--- src/common/bcfp_pkg.sv ---
package bcfp_pkg;
	// queue geometry
	localparam int DEPTH = 64;
	localparam int WIDTH = 36;
	localparam int AW = 6;
	localparam int CW = 7;
	localparam int BYTE_W = 9;
	localparam int DATA_W = 8;
	localparam int HALF_W = 18;
	localparam int NBYTES = 4;
	localparam logic [CW-1:0] DEPTH_CNT = 7'h40;
	// near flag offsets chosen by the two offset select pins at reset
	localparam logic [CW-1:0] OFFSET_P0 = 7'h10;
	localparam logic [CW-1:0] OFFSET_P1 = 7'h0c;
	localparam logic [CW-1:0] OFFSET_P2 = 7'h08;
	localparam logic [CW-1:0] OFFSET_P3 = 7'h04;
	// flag slots inside a queue
	localparam int NFLAG = 4;
	localparam int FL_EMPTY = 0;
	localparam int FL_FULL = 1;
	localparam int FL_NEMPTY = 2;
	localparam int FL_NFULL = 3;
	// port b size select codes
	localparam logic [1:0] SIZE_LONG = 2'h0;
	localparam logic [1:0] SIZE_WORD = 2'h1;
	localparam logic [1:0] SIZE_BYTE = 2'h2;
	localparam logic [1:0] SIZE_MAIL = 2'h3;
	// byte order swap modes
	localparam logic [1:0] SWAP_NONE = 2'h0;
	localparam logic [1:0] SWAP_FULL = 2'h1;
	localparam logic [1:0] SWAP_HALF = 2'h2;
	localparam logic [1:0] SWAP_BYTE = 2'h3;
	// register map, byte addresses
	localparam int ADR_W = 4;
	localparam logic [ADR_W-1:0] REG_CTRL = 4'h0;
	localparam logic [ADR_W-1:0] REG_STATUS = 4'h4;
	localparam int CTRL_W = 5;
	localparam logic [CTRL_W-1:0] CTRL_RST = 5'h00;
	localparam int CTRL_SWAP_LSB = 0;
	localparam int CTRL_ODD_BIT = 2;
	localparam int CTRL_GEN_A_BIT = 3;
	localparam int CTRL_GEN_B_BIT = 4;
	localparam int ST_A2B_LSB = 0;
	localparam int ST_B2A_LSB = 8;
	localparam int ST_AB_MAIL_BIT = 16;
	localparam int ST_BA_MAIL_BIT = 17;
	localparam int ST_PERR_A_BIT = 18;
	localparam int ST_PERR_B_BIT = 19;
	localparam int ST_OFS_LSB = 20;

	function automatic logic [WIDTH-1:0] byte_swap(input logic [WIDTH-1:0] d, input logic [1:0] m);
		logic [WIDTH-1:0] r;
		case (m)
			SWAP_FULL: r = {d[0 +: BYTE_W], d[BYTE_W +: BYTE_W], d[2*BYTE_W +: BYTE_W], d[3*BYTE_W +: BYTE_W]};
			SWAP_HALF: r = {d[0 +: HALF_W], d[HALF_W +: HALF_W]};
			SWAP_BYTE: r = {d[2*BYTE_W +: BYTE_W], d[3*BYTE_W +: BYTE_W], d[0 +: BYTE_W], d[BYTE_W +: BYTE_W]};
			default: r = d;
		endcase
		return r;
	endfunction

	// every byte carries its parity in its top bit
	function automatic logic par_ok(input logic [WIDTH-1:0] d, input logic odd);
		logic ok;
		ok = 1'b1;
		for (int i = 0; i < NBYTES; i++) ok = ok & ((^d[i*BYTE_W +: BYTE_W]) == odd);
		return ok;
	endfunction

	function automatic logic [WIDTH-1:0] par_gen(input logic [WIDTH-1:0] d, input logic odd);
		logic [WIDTH-1:0] r;
		r = d;
		for (int i = 0; i < NBYTES; i++) r[i*BYTE_W+DATA_W] = (^d[i*BYTE_W +: DATA_W]) ^ odd;
		return r;
	endfunction

	function automatic logic [1:0] last_step(input logic [1:0] size);
		case (size)
			SIZE_WORD: return 2'h1;
			SIZE_BYTE: return 2'h3;
			default: return 2'h0;
		endcase
	endfunction
endpackage

--- src/rtl/bcfp_queue.sv ---
`timescale 1ns/1ns
`default_nettype none
module bcfp_queue import bcfp_pkg::*; (
	input wire logic clk_i,
	input wire logic rst_i,
	input wire logic push_i,
	input wire logic [WIDTH-1:0] wdata_i,
	input wire logic pop_i,
	input wire logic [CW-1:0] offset_i,
	output logic [WIDTH-1:0] head_o,
	output logic [CW-1:0] count_o,
	output logic empty_n_o,
	output logic full_n_o,
	output logic near_empty_n_o,
	output logic near_full_n_o
);
	logic [WIDTH-1:0] mem [DEPTH];
	logic [AW-1:0] wptr_r, wptr_nxt, rptr_r, rptr_nxt;
	logic [CW-1:0] cnt_r, cnt_nxt;
	logic [NFLAG-1:0] ok_now, ok_next, s1_r, s1_nxt, s2_r, s2_nxt;

	// caller only pushes when not full and pops when not empty
	always_comb begin
		wptr_nxt = wptr_r + AW'(push_i);
		rptr_nxt = rptr_r + AW'(pop_i);
		cnt_nxt = cnt_r + CW'(push_i) - CW'(pop_i);
		ok_now[FL_EMPTY] = cnt_r != '0;
		ok_now[FL_FULL] = cnt_r != DEPTH_CNT;
		ok_now[FL_NEMPTY] = cnt_r > offset_i;
		ok_now[FL_NFULL] = (DEPTH_CNT - cnt_r) > offset_i;
		ok_next[FL_EMPTY] = cnt_nxt != '0;
		ok_next[FL_FULL] = cnt_nxt != DEPTH_CNT;
		ok_next[FL_NEMPTY] = cnt_nxt > offset_i;
		ok_next[FL_NFULL] = (DEPTH_CNT - cnt_nxt) > offset_i;
	end

	// flags drop at once but take two stages to rise again
	for (genvar i = 0; i < NFLAG; i++) begin : g_flag
		assign s1_nxt[i] = ok_now[i] & ok_next[i];
		assign s2_nxt[i] = s1_r[i] & ok_next[i];
	end

	always_ff @(posedge clk_i) begin
		if (rst_i) begin
			wptr_r <= '0;
			rptr_r <= '0;
			cnt_r <= '0;
			s1_r <= '0;
			s2_r <= '0;
		end else begin
			wptr_r <= wptr_nxt;
			rptr_r <= rptr_nxt;
			cnt_r <= cnt_nxt;
			s1_r <= s1_nxt;
			s2_r <= s2_nxt;
		end
	end

	// storage, no reset needed
	always_ff @(posedge clk_i) begin
		if (push_i) begin
			mem[wptr_r] <= wdata_i;
		end
	end

	assign head_o = mem[rptr_r];
	assign count_o = cnt_r;
	assign empty_n_o = s2_r[FL_EMPTY];
	assign full_n_o = s2_r[FL_FULL];
	assign near_empty_n_o = s2_r[FL_NEMPTY];
	assign near_full_n_o = s2_r[FL_NFULL];
endmodule
`default_nettype wire

--- src/rtl/bcfp_top.sv ---
// The Wishbone slave port and the register offsets were chosen for this implementation.
`timescale 1ns/1ns
`default_nettype none
module bcfp_top import bcfp_pkg::*; (
	input wire logic clk_i,
	input wire logic rst_i,
	input wire logic wb_cyc_i,
	input wire logic wb_stb_i,
	input wire logic wb_we_i,
	input wire logic [ADR_W-1:0] wb_adr_i,
	input wire logic [3:0] wb_sel_i,
	input wire logic [31:0] wb_dat_i,
	output logic [31:0] wb_dat_o,
	output logic wb_ack_o,
	input wire logic offset_select_lo_i,
	input wire logic offset_select_hi_i,
	input wire logic port_a_select_n_i,
	input wire logic port_a_enable_i,
	input wire logic port_a_write_i,
	input wire logic port_a_mailbox_i,
	input wire logic [WIDTH-1:0] port_a_data_bus_i,
	output logic [WIDTH-1:0] port_a_data_bus_o,
	output logic port_a_data_bus_oe_o,
	output logic port_a_empty_n_o,
	output logic port_a_full_n_o,
	output logic port_a_near_empty_n_o,
	output logic port_a_near_full_n_o,
	output logic port_a_parity_err_n_o,
	input wire logic port_b_select_n_i,
	input wire logic port_b_enable_i,
	input wire logic port_b_write_i,
	input wire logic [1:0] port_b_size_i,
	input wire logic endian_select_n_i,
	input wire logic [WIDTH-1:0] port_b_data_bus_i,
	output logic [WIDTH-1:0] port_b_data_bus_o,
	output logic port_b_data_bus_oe_o,
	output logic port_b_empty_n_o,
	output logic port_b_full_n_o,
	output logic port_b_near_empty_n_o,
	output logic port_b_near_full_n_o,
	output logic port_b_parity_err_n_o,
	output logic a_to_b_mail_flag_n_o,
	output logic b_to_a_mail_flag_n_o
);
	logic [CTRL_W-1:0] ctrl_r, ctrl_nxt;
	logic ack_r, ack_nxt;
	logic [31:0] dat_r, dat_nxt, status;
	logic wb_req;
	logic [1:0] ofs_sel_r, ofs_sel_nxt;
	logic [CW-1:0] offset;
	logic odd, gen_a, gen_b;
	logic [1:0] swap_mode;
	logic a_acc, a_wr, a_rd, a_push, a_pop, a_mail_wr, a_mail_rd, a_force;
	logic b_acc, b_wr, b_rd, b_mail, b_push, b_pop, b_mail_wr, b_mail_rd, b_force;
	logic b_piece_wr, b_piece_rd, b_last_w, b_last_r;
	logic [1:0] b_last, wstep_r, wstep_nxt, rstep_r, rstep_nxt, wpos, rpos;
	logic [WIDTH-1:0] asm_r, asm_nxt, word_in, head_sw, piece_out;
	logic [WIDTH-1:0] ab_head, ba_head;
	logic [CW-1:0] a2b_cnt, b2a_cnt;
	logic [WIDTH-1:0] ab_mail_r, ab_mail_nxt, ba_mail_r, ba_mail_nxt;
	logic ab_flag_n_r, ab_flag_n_nxt, ba_flag_n_r, ba_flag_n_nxt;
	logic [WIDTH-1:0] a_dout_r, a_dout_nxt, b_dout_r, b_dout_nxt;
	logic a_oe_r, a_oe_nxt, b_oe_r, b_oe_nxt;
	logic a_perr_n_r, a_perr_n_nxt, b_perr_n_r, b_perr_n_nxt;

	assign odd = ctrl_r[CTRL_ODD_BIT];
	assign gen_a = ctrl_r[CTRL_GEN_A_BIT];
	assign gen_b = ctrl_r[CTRL_GEN_B_BIT];
	assign swap_mode = ctrl_r[CTRL_SWAP_LSB +: 2];

	// wishbone slave, one wait state, unmapped reads return zero
	always_comb begin
		wb_req = wb_cyc_i & wb_stb_i & ~ack_r;
		ack_nxt = wb_req;
		ctrl_nxt = ctrl_r;
		status = '0;
		status[ST_A2B_LSB +: CW] = a2b_cnt;
		status[ST_B2A_LSB +: CW] = b2a_cnt;
		status[ST_AB_MAIL_BIT] = ~ab_flag_n_r;
		status[ST_BA_MAIL_BIT] = ~ba_flag_n_r;
		status[ST_PERR_A_BIT] = ~a_perr_n_r;
		status[ST_PERR_B_BIT] = ~b_perr_n_r;
		status[ST_OFS_LSB +: 2] = ofs_sel_r;
		dat_nxt = dat_r;
		if (wb_req) begin
			dat_nxt = '0;
			if (wb_adr_i == REG_CTRL) begin
				dat_nxt[CTRL_W-1:0] = ctrl_r;
				if (wb_we_i && wb_sel_i[0]) begin
					ctrl_nxt = wb_dat_i[CTRL_W-1:0];
				end
			end else if (wb_adr_i == REG_STATUS) begin
				dat_nxt = status;
			end
		end
	end

	// offset select is sampled throughout reset, so the value at release sticks
	always_comb begin
		ofs_sel_nxt = rst_i ? {offset_select_hi_i, offset_select_lo_i} : ofs_sel_r;
		case (ofs_sel_r)
			2'h1: offset = OFFSET_P1;
			2'h2: offset = OFFSET_P2;
			2'h3: offset = OFFSET_P3;
			default: offset = OFFSET_P0;
		endcase
	end

	always_ff @(posedge clk_i) begin
		ofs_sel_r <= ofs_sel_nxt;
		if (rst_i) begin
			ctrl_r <= CTRL_RST;
			ack_r <= 1'b0;
			dat_r <= '0;
		end else begin
			ctrl_r <= ctrl_nxt;
			ack_r <= ack_nxt;
			dat_r <= dat_nxt;
		end
	end

	// access decode; ports share clk_i, so both clocks are coincident
	always_comb begin
		a_acc = ~port_a_select_n_i & port_a_enable_i;
		a_wr = a_acc & port_a_write_i;
		a_rd = a_acc & ~port_a_write_i;
		a_mail_wr = a_wr & port_a_mailbox_i & ab_flag_n_r;
		a_push = a_wr & ~port_a_mailbox_i & port_a_full_n_o;
		a_mail_rd = a_rd & port_a_mailbox_i;
		a_pop = a_rd & ~port_a_mailbox_i & port_a_empty_n_o;
		b_acc = ~port_b_select_n_i & port_b_enable_i;
		b_wr = b_acc & port_b_write_i;
		b_rd = b_acc & ~port_b_write_i;
		b_mail = port_b_size_i == SIZE_MAIL;
		b_mail_wr = b_wr & b_mail & ba_flag_n_r;
		b_mail_rd = b_rd & b_mail;
		b_last = last_step(port_b_size_i);
		b_last_w = wstep_r == b_last;
		b_last_r = rstep_r == b_last;
		b_piece_wr = b_wr & ~b_mail & port_b_full_n_o;
		b_piece_rd = b_rd & ~b_mail & port_b_empty_n_o;
		b_push = b_piece_wr & b_last_w;
		b_pop = b_piece_rd & b_last_r;
	end

	// port b write sizing: pieces gather into one word before the push
	always_comb begin
		wpos = endian_select_n_i ? wstep_r : b_last - wstep_r;
		word_in = asm_r;
		case (port_b_size_i)
			SIZE_WORD: begin
				word_in[wpos[0]*HALF_W +: HALF_W] = endian_select_n_i ?
					port_b_data_bus_i[0 +: HALF_W] : port_b_data_bus_i[HALF_W +: HALF_W];
			end
			SIZE_BYTE: begin
				word_in[wpos*BYTE_W +: BYTE_W] = endian_select_n_i ?
					port_b_data_bus_i[0 +: BYTE_W] : port_b_data_bus_i[3*BYTE_W +: BYTE_W];
			end
			default: begin
				word_in = port_b_data_bus_i;
			end
		endcase
		asm_nxt = asm_r;
		wstep_nxt = wstep_r;
		if (b_piece_wr) begin
			asm_nxt = word_in;
			wstep_nxt = b_last_w ? 2'h0 : wstep_r + 2'h1;
		end
	end

	// port b read sizing: the head word leaves piece by piece, popped with the last
	always_comb begin
		head_sw = byte_swap(ab_head, swap_mode);
		rpos = endian_select_n_i ? rstep_r : b_last - rstep_r;
		piece_out = '0;
		case (port_b_size_i)
			SIZE_WORD: begin
				if (endian_select_n_i) begin
					piece_out[0 +: HALF_W] = head_sw[rpos[0]*HALF_W +: HALF_W];
				end else begin
					piece_out[HALF_W +: HALF_W] = head_sw[rpos[0]*HALF_W +: HALF_W];
				end
			end
			SIZE_BYTE: begin
				if (endian_select_n_i) begin
					piece_out[0 +: BYTE_W] = head_sw[rpos*BYTE_W +: BYTE_W];
				end else begin
					piece_out[3*BYTE_W +: BYTE_W] = head_sw[rpos*BYTE_W +: BYTE_W];
				end
			end
			default: begin
				piece_out = head_sw;
			end
		endcase
		rstep_nxt = rstep_r;
		if (b_piece_rd) begin
			rstep_nxt = b_last_r ? 2'h0 : rstep_r + 2'h1;
		end
	end

	// mailboxes; a new write beats a same-cycle read of the flag
	always_comb begin
		ab_mail_nxt = a_mail_wr ? port_a_data_bus_i : ab_mail_r;
		ba_mail_nxt = b_mail_wr ? port_b_data_bus_i : ba_mail_r;
		ab_flag_n_nxt = ab_flag_n_r;
		if (b_mail_rd) begin
			ab_flag_n_nxt = 1'b1;
		end
		if (a_mail_wr) begin
			ab_flag_n_nxt = 1'b0;
		end
		ba_flag_n_nxt = ba_flag_n_r;
		if (a_mail_rd) begin
			ba_flag_n_nxt = 1'b1;
		end
		if (b_mail_wr) begin
			ba_flag_n_nxt = 1'b0;
		end
	end

	// output registers and parity; reads with an empty queue hold the old word
	always_comb begin
		a_dout_nxt = a_dout_r;
		if (a_mail_rd || a_pop) begin
			a_dout_nxt = a_mail_rd ? ba_mail_r : ba_head;
			if (gen_a) begin
				a_dout_nxt = par_gen(a_dout_nxt, odd);
			end
		end
		b_dout_nxt = b_dout_r;
		if (b_mail_rd || b_piece_rd) begin
			b_dout_nxt = b_mail_rd ? ab_mail_r : piece_out;
			if (gen_b) begin
				b_dout_nxt = par_gen(b_dout_nxt, odd);
			end
		end
		a_oe_nxt = ~port_a_select_n_i & ~port_a_write_i;
		b_oe_nxt = ~port_b_select_n_i & ~port_b_write_i;
		// parity tree is shared with mailbox generation, so the check is blanked then
		a_force = a_rd & port_a_mailbox_i & gen_a;
		b_force = b_rd & b_mail & gen_b;
		a_perr_n_nxt = a_force | par_ok(port_a_data_bus_i, odd);
		b_perr_n_nxt = b_force | par_ok(port_b_data_bus_i, odd);
	end

	always_ff @(posedge clk_i) begin
		asm_r <= asm_nxt;
		ab_mail_r <= ab_mail_nxt;
		ba_mail_r <= ba_mail_nxt;
		if (rst_i) begin
			wstep_r <= '0;
			rstep_r <= '0;
			ab_flag_n_r <= 1'b1;
			ba_flag_n_r <= 1'b1;
			a_dout_r <= '0;
			b_dout_r <= '0;
			a_oe_r <= 1'b0;
			b_oe_r <= 1'b0;
			a_perr_n_r <= 1'b1;
			b_perr_n_r <= 1'b1;
		end else begin
			wstep_r <= wstep_nxt;
			rstep_r <= rstep_nxt;
			ab_flag_n_r <= ab_flag_n_nxt;
			ba_flag_n_r <= ba_flag_n_nxt;
			a_dout_r <= a_dout_nxt;
			b_dout_r <= b_dout_nxt;
			a_oe_r <= a_oe_nxt;
			b_oe_r <= b_oe_nxt;
			a_perr_n_r <= a_perr_n_nxt;
			b_perr_n_r <= b_perr_n_nxt;
		end
	end

	// one queue per direction, flags all registered on clk_i
	bcfp_queue u_a_to_b_queue (
		.clk_i(clk_i),
		.rst_i(rst_i),
		.push_i(a_push),
		.wdata_i(port_a_data_bus_i),
		.pop_i(b_pop),
		.offset_i(offset),
		.head_o(ab_head),
		.count_o(a2b_cnt),
		.empty_n_o(port_b_empty_n_o),
		.full_n_o(port_a_full_n_o),
		.near_empty_n_o(port_b_near_empty_n_o),
		.near_full_n_o(port_a_near_full_n_o)
	);

	bcfp_queue u_b_to_a_queue (
		.clk_i(clk_i),
		.rst_i(rst_i),
		.push_i(b_push),
		.wdata_i(byte_swap(word_in, swap_mode)),
		.pop_i(a_pop),
		.offset_i(offset),
		.head_o(ba_head),
		.count_o(b2a_cnt),
		.empty_n_o(port_a_empty_n_o),
		.full_n_o(port_b_full_n_o),
		.near_empty_n_o(port_a_near_empty_n_o),
		.near_full_n_o(port_b_near_full_n_o)
	);

	assign wb_ack_o = ack_r;
	assign wb_dat_o = dat_r;
	assign port_a_data_bus_o = a_dout_r;
	assign port_a_data_bus_oe_o = a_oe_r;
	assign port_a_parity_err_n_o = a_perr_n_r;
	assign port_b_data_bus_o = b_dout_r;
	assign port_b_data_bus_oe_o = b_oe_r;
	assign port_b_parity_err_n_o = b_perr_n_r;
	assign a_to_b_mail_flag_n_o = ab_flag_n_r;
	assign b_to_a_mail_flag_n_o = ba_flag_n_r;
endmodule
`default_nettype wire

--- config.mk ---
export PLATFORM = sky130hd
export DESIGN_NAME = bcfp_top
export DESIGN_NICKNAME = d
export VERILOG_FILES = /design/src/common/bcfp_pkg.sv /design/src/rtl/bcfp_queue.sv /design/src/rtl/bcfp_top.sv
export SDC_FILE = /design/constraint.sdc
export NUM_CORES = 2
export LEC_CHECK = 0
export BUFFER_PORTS_ARGS = -buffer_cell sky130_fd_sc_hd__clkbuf_2
export CAP_MARGIN = 25
export CORE_MARGIN = 5
export CORE_UTILIZATION = 30
export DETAILED_ROUTE_END_ITERATION = 10
export GPL_TIMING_DRIVEN = 0
export HOLD_SLACK_MARGIN = 0.02
export PLACE_DENSITY = 0.5
export SETUP_SLACK_MARGIN = 0.05
export SYNTH_ARGS = -nofsm -noshare
export SYNTH_HDL_FRONTEND = slang
export SYNTH_HIERARCHICAL = 1
export SYNTH_MEMORY_MAX_BITS = 65536
export SYNTH_SLANG_ARGS = --single-unit
--- constraint.sdc ---
create_clock -name clk_i -period 22.9 [get_ports clk_i]
set_clock_uncertainty 0.05 [all_clocks]
set_input_delay 5.725 -clock clk_i [delete_from_list [all_inputs] [get_ports clk_i]]
set_output_delay 5.725 -clock clk_i [all_outputs]
set_load 0.02 [all_outputs]
* Yosys cells after proc, flatten, opt, wreduce, memory -nomap -nowiden
Memories as Yosys holds them, arrays and structs flattened. A register that Yosys moved wholly into a read port is not among the register bits. Index checks and enable logic that the tools add are counted.
Storage, ports and cells: input bits 129, memory bits (writable) 4608, memory bits (read-only) 0, bits in latches 0, memories 2, output and inout port bits 119, register bits 284
Cells by class: equality and inequality tests 24, bitwise logic cells 71, $mul 4, reduce and logical (&&, ||, !) cells 27, magnitude comparators 8, divide/modulo/power cells 0, mux-type cells 37, $add $sub $neg 18, shifts and indexed selects 6
Memory list:
- u_a_to_b_queue.mem | words 64, bits a word 36, read ports 1, clocked after memory_dff 1, write ports 1, line bcfp_queue.sv:17 | logic [WIDTH-1:0] mem [DEPTH];
- u_b_to_a_queue.mem | words 64, bits a word 36, read ports 1, clocked after memory_dff 1, write ports 1, line bcfp_queue.sv:17
Operator list (count):
- $pmux 36 s3 | 2
- $mux 36 | 4
- $bwmux 36 | 2
- $pmux 36 s2 | 1
- $reduce_xor 9->1 | 8
- $neg 6->34 | 2
- $reduce_xor 8->1 | 8
- $gt 7x5->1 | 8
- $mux 18 | 3
- $and 1x1->1 | 50
- $pmux 18 s2 | 1
- $pmux 9 s2 | 2
- $shift 18x34->36 const A | 1
- $shift 9x34->36 const A | 1
- $shiftx 18x34->36 | 1
- $shiftx 36x7->18 | 1
- $shiftx 36x7->9 | 1
- $shiftx 9x34->36 | 1
- $ne 7x7->1 const B | 4
- $reduce_bool 7->1 | 4
- $sub 7x7->7 const A | 4
- $mux 27 | 1
- $mux 9 | 3
- $add 6x1->6 | 4
- 26 further kinds | 78

* Longest topological paths before layout
depth in word-level cells 12, gate-level depth with buffers 22

* Modules after synthesis
Netlist, hierarchy kept.
Modules (own cells, without submodules):
- bcfp_queue at u_b_to_a_queue | cells each 4071, instances 1, area an instance 90167.7 µm²
- bcfp_queue at u_a_to_b_queue | cells each 4036, instances 1, area an instance 90050.1 µm²
- bcfp_top | cells each 1452, instances 1, area an instance 14500.2 µm²

* Worst setup path after synthesis
Ideal clock, no wire load.
path type input to register, start point input port_b_size_i[0], end point register u_b_to_a_queue.s1_r[3], setup time 0.080 ns, stages 16, data arrival time 11.938 ns, slack 10.832 ns, cells stage by stage ha_1 -> nor3b_1 -> and3_1 -> ha_1 -> fa_1 -> inv_1 -> ha_1 -> nor3b_1 -> and3_1 -> clkbuf_1 -> xnor2_1 -> ha_1 -> nand4_1 -> o21ai_0 -> o221ai_1 -> nor3b_1
On the way: cells in the longest elaborated chain, start to end 10, elaborated cells between the ends (all ways) 14
RTL lines:
- start, declared | line bcfp_top.sv:32 | input wire logic [1:0] port_b_size_i,
- $eq 2x2->1 | line bcfp_top.sv:134 | b_mail = port_b_size_i == SIZE_MAIL;
- $not 1->1 | line bcfp_top.sv:140 | b_piece_wr = b_wr & ~b_mail & port_b_full_n_o;
- $and 1x1->1 (2 in series) | line bcfp_top.sv:140
- named net b_piece_wr | line bcfp_top.sv:55 | logic b_piece_wr, b_piece_rd, b_last_w, b_last_r;
- $and 1x1->1 | line bcfp_top.sv:142 | b_push = b_piece_wr & b_last_w;
- named net b_push | line bcfp_top.sv:54 | logic b_acc, b_wr, b_rd, b_mail, b_push, b_pop, b_mail_wr, b_mail_rd, b_force;
- $add 7x1->7 | line bcfp_queue.sv:26 | cnt_nxt = cnt_r + CW'(push_i) - CW'(pop_i);
- $sub 7x1->7 | line bcfp_queue.sv:26
- named net u_b_to_a_queue.cnt_nxt[1] | line bcfp_queue.sv:19 | logic [CW-1:0] cnt_r, cnt_nxt;
- $sub 7x7->7 | line bcfp_queue.sv:34 | ok_next[FL_NFULL] = (DEPTH_CNT - cnt_nxt) > offset_i;
- $gt 7x5->1 | line bcfp_queue.sv:34
- $and 1x1->1 | line bcfp_queue.sv:39 | assign s1_nxt[i] = ok_now[i] & ok_next[i];
- end signal, assigned | line bcfp_queue.sv:54 | s1_r <= s1_nxt;
- end, declared | line bcfp_queue.sv:20 | logic [NFLAG-1:0] ok_now, ok_next, s1_r, s1_nxt, s2_r, s2_nxt;
The timed path passes the listed nets, and every way through them passes these cells. A chain may end at the register's enable or synchronous reset.

* Final worst setup path
start point input port_b_size_i[0], end point memory u_b_to_a_queue.mem[32][14] (data pin)
On the way: cells in the longest elaborated chain, start to end 10, elaborated cells between the ends (all ways) 17
RTL lines:
- $eq 2x2->1 / $eq 2x1->1 (equally long branches) | line bcfp_pkg.sv:78, bcfp_top.sv:150
- $pmux 2 s2 | line bcfp_pkg.sv:78 | case (size)
- $sub 2x2->2 | line bcfp_top.sv:148 | wpos = endian_select_n_i ? wstep_r : b_last - wstep_r;
- $mux 2 | line bcfp_top.sv:148
- $mul 1x4->5 / $mul 2x4->6 (equally long branches) | line bcfp_top.sv:152, bcfp_top.sv:156
- $neg 6->34 (on tied branches) | line bcfp_top.sv:153, bcfp_top.sv:157
- $shiftx 18x34->36 (tied with other cells) | line bcfp_top.sv:152 | word_in[wpos[0]*HALF_W +: HALF_W] = endian_select_n_i ?
- $bwmux 36 (on tied branches) | line bcfp_top.sv:152, bcfp_top.sv:156
- $pmux 36 s2 * | line bcfp_top.sv:150 | case (port_b_size_i)
- named net word_in[32] | line bcfp_top.sv:57 | logic [WIDTH-1:0] asm_r, asm_nxt, word_in, head_sw, piece_out;
- $pmux 36 s3 * | line bcfp_pkg.sv:53 | case (m)
- end, declared | line bcfp_queue.sv:17
Mark *: on every way through the listed nets, which the timed path passes. The rest lies on a longest branch.

==> key figures <==
Status
  – Result of the run: completed

Critical path
  – Source of the critical timing path: port_b_size_i[0]
  – Biggest cell delay along the critical path: 1000 ps
  – Slowest-stage cell, CP: sky130_fd_sc_hd__mux4_4
  – Nature of the critical path startpoint: primary input
  – Critical path buffers and inverters: 5
  – Critical R2R Launch: u_a_to_b_queue/rptr_r[1]
  – Kind of cell with the highest combined delay on the critical path: buffers and inverters
  – Sort of element at the end of the critical path: flop
  – Required time worst endpoint: 23580 ps
  – Largest fanout on the critical path: 64
  – Most frequent cell on the critical path: sky130_fd_sc_hd__ha_1
  – Worst setup path category: primary input to flop
  – Ordered cell list for the critical path: clkbuf_2 -> inv_1 -> ha_1 -> ha_1 -> a21oi_1 -> buf_2 -> clkbuf_1 -> ha_1 -> clkbuf_1 -> nand2b_1 -> o21ai_0 -> a221oi_1 -> a21oi_1 -> mux4_4
  – Critical path data arrival time: 11280 ps

Synth
  – EDFF count, synth: 4718
  – Total number of yosys warnings: 6
  – Share of async-settable or async-resettable flops after synthesis: 0%
  – Summed instance area of the synthesized netlist: 195000 sq um
  – Sequential cell area fraction in the yosys report: 74.4%
  – Number of library cell types mapped by synthesis: ~90
  – Mean Syn Cell Area: 20.4 sq um
  – Synthesized netlist cell count: 9559
  – Primary FF master, synth: sky130_fd_sc_hd__edfxtp_1
  – Number of register bits inferred by synthesis: 4880

Clock network
  – Clock Sinks: 4880
  – H-Tree Level Count: 6
  – Clock latency reported for the late side of the worst-skew pair: 1140 ps
  – Master cell of the clock root buffer: sky130_fd_sc_hd__clkbuf_16
  – Post-CTS Repair Setup Buffers: 0
  – Max Root-Sink Buffers: 4
  – Clock tree from TritonCTS: done
  – Post-CTS Hold Fix Bufs: 0
  – Cells resized by post-CTS repair: 0
  – Clock transition at path regs: 60 ps
  – CTS buffer count: around 540

Power
  – Leak: 71.0 nW
  – Combinational fraction of design power: 5.4%
  – Switching portion of total power: between 20% and 30%
  – Worst vdd ir: 0.0000816 V
  – Power Internal: 0.0151 W
  – Sequential cell fraction of total power: just over 50%
  – Switching power: 0.00450 W
  – Total Power Consumption: between 0.015 and 0.02 W
  – Power per Cell Area: 84.1 nW/um^2
  – Clock network fraction of design power: 43.7%

Routing
  – First DRT Iteration DRCs: 15000
  – DR vias: between 100k and 150k
  – Final wirelength: 748 mm
  – Post-route ant nets: 0
  – Number of vias per cell after detailed routing: 5.52
  – Post-route DRC: 0
  – Number of iterations in the first detailed-routing pass: 6
  – Average wire per standard cell: around 38 microns

Die
  – Die area: about 670000 sq um
  – Number of I/O pins: roughly 250
  – Die boundary height: 816 microns
  – Core Region: 648000 sq um
  – Initial cell density of the core: 30.0%
  – Chip Width: 816 microns
  – Row count: between 200 and 300

Job
  – Max-cap violations: 0

Timing
  – Setup-violating endpoint count in the final report: 0
  – Max Clock Freq: 94.3 MHz
  – Min Hold Slack: about 370 ps
  – Normalized max-slew margin: 16.9%
  – Transition time at the pin with the least slew margin: 1240 ps
  – Period utilization: 46.3%
  – Final count of hold timing violations: 0
  – Final slew viol count: 0
  – Unrepaired setup endpoints after global routing: no
  – Final setup TNS: 0 ps
  – Period minus WS final: 10610 ps

GRT
  – Largest net degree at the start of global routing: 67
  – Antenna violations before repair: 80
  – All-Layer GR Usage: around 22%
  – Remaining global-route overflow: 0
  – Global-route wire length before repair: 985 mm
  – Via count of the first global-routing pass: 107000

Cells and area
  – Relative area change from synthesis to final layout: 19.8%
  – Net count reported at finish: ~11000
  – Most common library cell in the layout ignoring fill and taps: sky130_fd_sc_hd__edfxtp_1
  – Fraction of final layout cells sized beyond drive strength 1: 26.7%
  – Top library cells by usage in the layout, fill and taps aside: 4718 x sky130_fd_sc_hd__edfxtp_1, 1122 x sky130_fd_sc_hd__mux4_2, 549 x sky130_fd_sc_hd__clkbuf_16

Placement
  – Number of buffer cells added on primary ports: 204
  – Detailed placement HPWL: 538 mm
  – Weighted congestion reported at the end of routability-driven placement: a little over 0.9

Worst hold path
  – Min-delay src: u_b_to_a_queue/s1_r[1]
  – Worst min-delay path category: flop to flop
synthesized netlist by cell type, types with 46 or more instances:
cell type,instances,area share [%]
sky130_fd_sc_hd__o21ai_0,169,0.43
sky130_fd_sc_hd__a21oi_1,311,0.80
sky130_fd_sc_hd__buf_6,56,0.32
sky130_fd_sc_hd__a2111oi_0,55,0.25
sky130_fd_sc_hd__inv_1,130,0.25
sky130_fd_sc_hd__o221ai_1,58,0.26
sky130_fd_sc_hd__mux4_2,1143,13
sky130_fd_sc_hd__ha_1,96,0.62
sky130_fd_sc_hd__nand2_1,252,0.49
sky130_fd_sc_hd__nand3_1,48,0.12
sky130_fd_sc_hd__clkbuf_1,257,0.50
sky130_fd_sc_hd__mux2i_1,514,2.6
sky130_fd_sc_hd__buf_2,115,0.30
sky130_fd_sc_hd__o22ai_1,128,0.41
sky130_fd_sc_hd__a211oi_1,83,0.32
sky130_fd_sc_hd__buf_1,46,0.089
sky130_fd_sc_hd__edfxtp_1,4718,73
sky130_fd_sc_hd__buf_4,75,0.29
sky130_fd_sc_hd__nor2_1,387,0.75
sky130_fd_sc_hd__a221oi_1,78,0.35
sky130_fd_sc_hd__a22oi_1,53,0.20
sky130_fd_sc_hd__xnor2_1,152,0.68
sky130_fd_sc_hd__dfxtp_1,162,1.7
power groups by stage:
stage               Combinational [W]  Clock, W  Sequential, W
finish                        0.00107   0.00858        0.00997
global placement             0.000968         0         0.0102
floorplan                    0.000524         0         0.0101
detailed placement            0.00107         0         0.0102
CTS                           0.00107   0.00871        0.00997
global route                  0.00115   0.00909        0.00997
cell type report:
class	instances	area, sq um
Inverter	132	495
Tap cell	8642	10800
Clock buffer	679	14300
Timing Repair Buffer	607	9000
Sequential cell	4880	145000
Antenna cell	52	130
Buffer	569	3230
Multi-Input combinational cell	3999	47200
Fill cell	59400	415000
Clock inverter	291	3060
cells by family (layout without fill, tap and decap cells):
logic type,Yosys count,in the layout,synth area share [%]
AOI/OAI and AO/OA,1088,1088,3.69
xor gates and xnor gates,197,197,0.933
adders and majority gates,98,98,0.637
buffers and inverters,701,2278,1.90
DFF,4880,4880,74.4
muxes,1712,1712,16.4
other,1,74,0.00193
and+or+nand+nor,882,882,2.02
worst reg2reg max path, stage by stage (launching register included):
cell and delay, ps:
sky130_fd_sc_hd__dfxtp_1 360, sky130_fd_sc_hd__buf_2 200, sky130_fd_sc_hd__buf_2 430, sky130_fd_sc_hd__buf_2 480, sky130_fd_sc_hd__clkbuf_1 530, sky130_fd_sc_hd__buf_6 250
sky130_fd_sc_hd__buf_4 300, sky130_fd_sc_hd__mux2i_1 340, sky130_fd_sc_hd__o21ai_0 510, sky130_fd_sc_hd__o21ai_0 160, sky130_fd_sc_hd__o22ai_1 910, sky130_fd_sc_hd__mux4_1 580
sky130_fd_sc_hd__mux4_2 300, sky130_fd_sc_hd__nand2_1 70, sky130_fd_sc_hd__a211oi_2 570, sky130_fd_sc_hd__xnor3_1 430, sky130_fd_sc_hd__xnor3_1 390, sky130_fd_sc_hd__o22ai_1 150
metal layers:
layer / routed length [microns] / share of wire (%) / track usage (%) / up-vias
li1: - / - / - / 42200
met1: 273000 / 36 / 27.0 / 59200
met5: 221 / 0.030 / 0 / -
met3: 78500 / 11 / 6.03 / 1525
met2: 349000 / 47 / 34.9 / 6716
met4: 47300 / 6.3 / 11.6 / 32
worst paths after layout:
check | endpoint | slack [ps] | cells past startpoint
worst min-delay path | u_b_to_a_queue/s2_r[1] | 370 | 2
worst max register to register | port_b_data_bus_o[8] | 15790 | 17
worst min register to register | u_b_to_a_queue/s2_r[1] | 370 | 2
worst max-delay path | u_b_to_a_queue/mem[32][14] | 12290 | 14
metrics by stage:
stage	std cells	cell area, sq um	worst slack [ps]	utilization [%]
6_report	19900	233000	12290	36.0
2_1_floorplan	9580	195000	10830	-
3_3_place_gp	18400	207000	3320	31.9
5_1_grt	19800	233000	12090	35.9
4_1_cts	19800	233000	12470	35.9
3_5_place_dp	18800	216000	11340	33.2
registers in the layout, summed over array words and instances (netlist names), 4 cells and up:
register and cells:
ab_mail_r 36, wb_dat_o 20, port_b_data_bus_o 36, ctrl_r 5, u_a_to_b_queue/count_o 7, port_a_data_bus_o 36
u_a_to_b_queue/s1_r 4, ba_mail_r 36, asm_r 36, u_a_to_b_queue/s2_r 4, u_b_to_a_queue/s1_r 4, u_a_to_b_queue/rptr_r 6
u_b_to_a_queue/s2_r 4, u_b_to_a_queue/rptr_r 6, u_b_to_a_queue/count_o 7, u_a_to_b_queue/mem 2304, u_a_to_b_queue/wptr_r 6, u_b_to_a_queue/wptr_r 6
u_b_to_a_queue/mem 2304
Note: power is estimated with default switching activity, not from simulation.
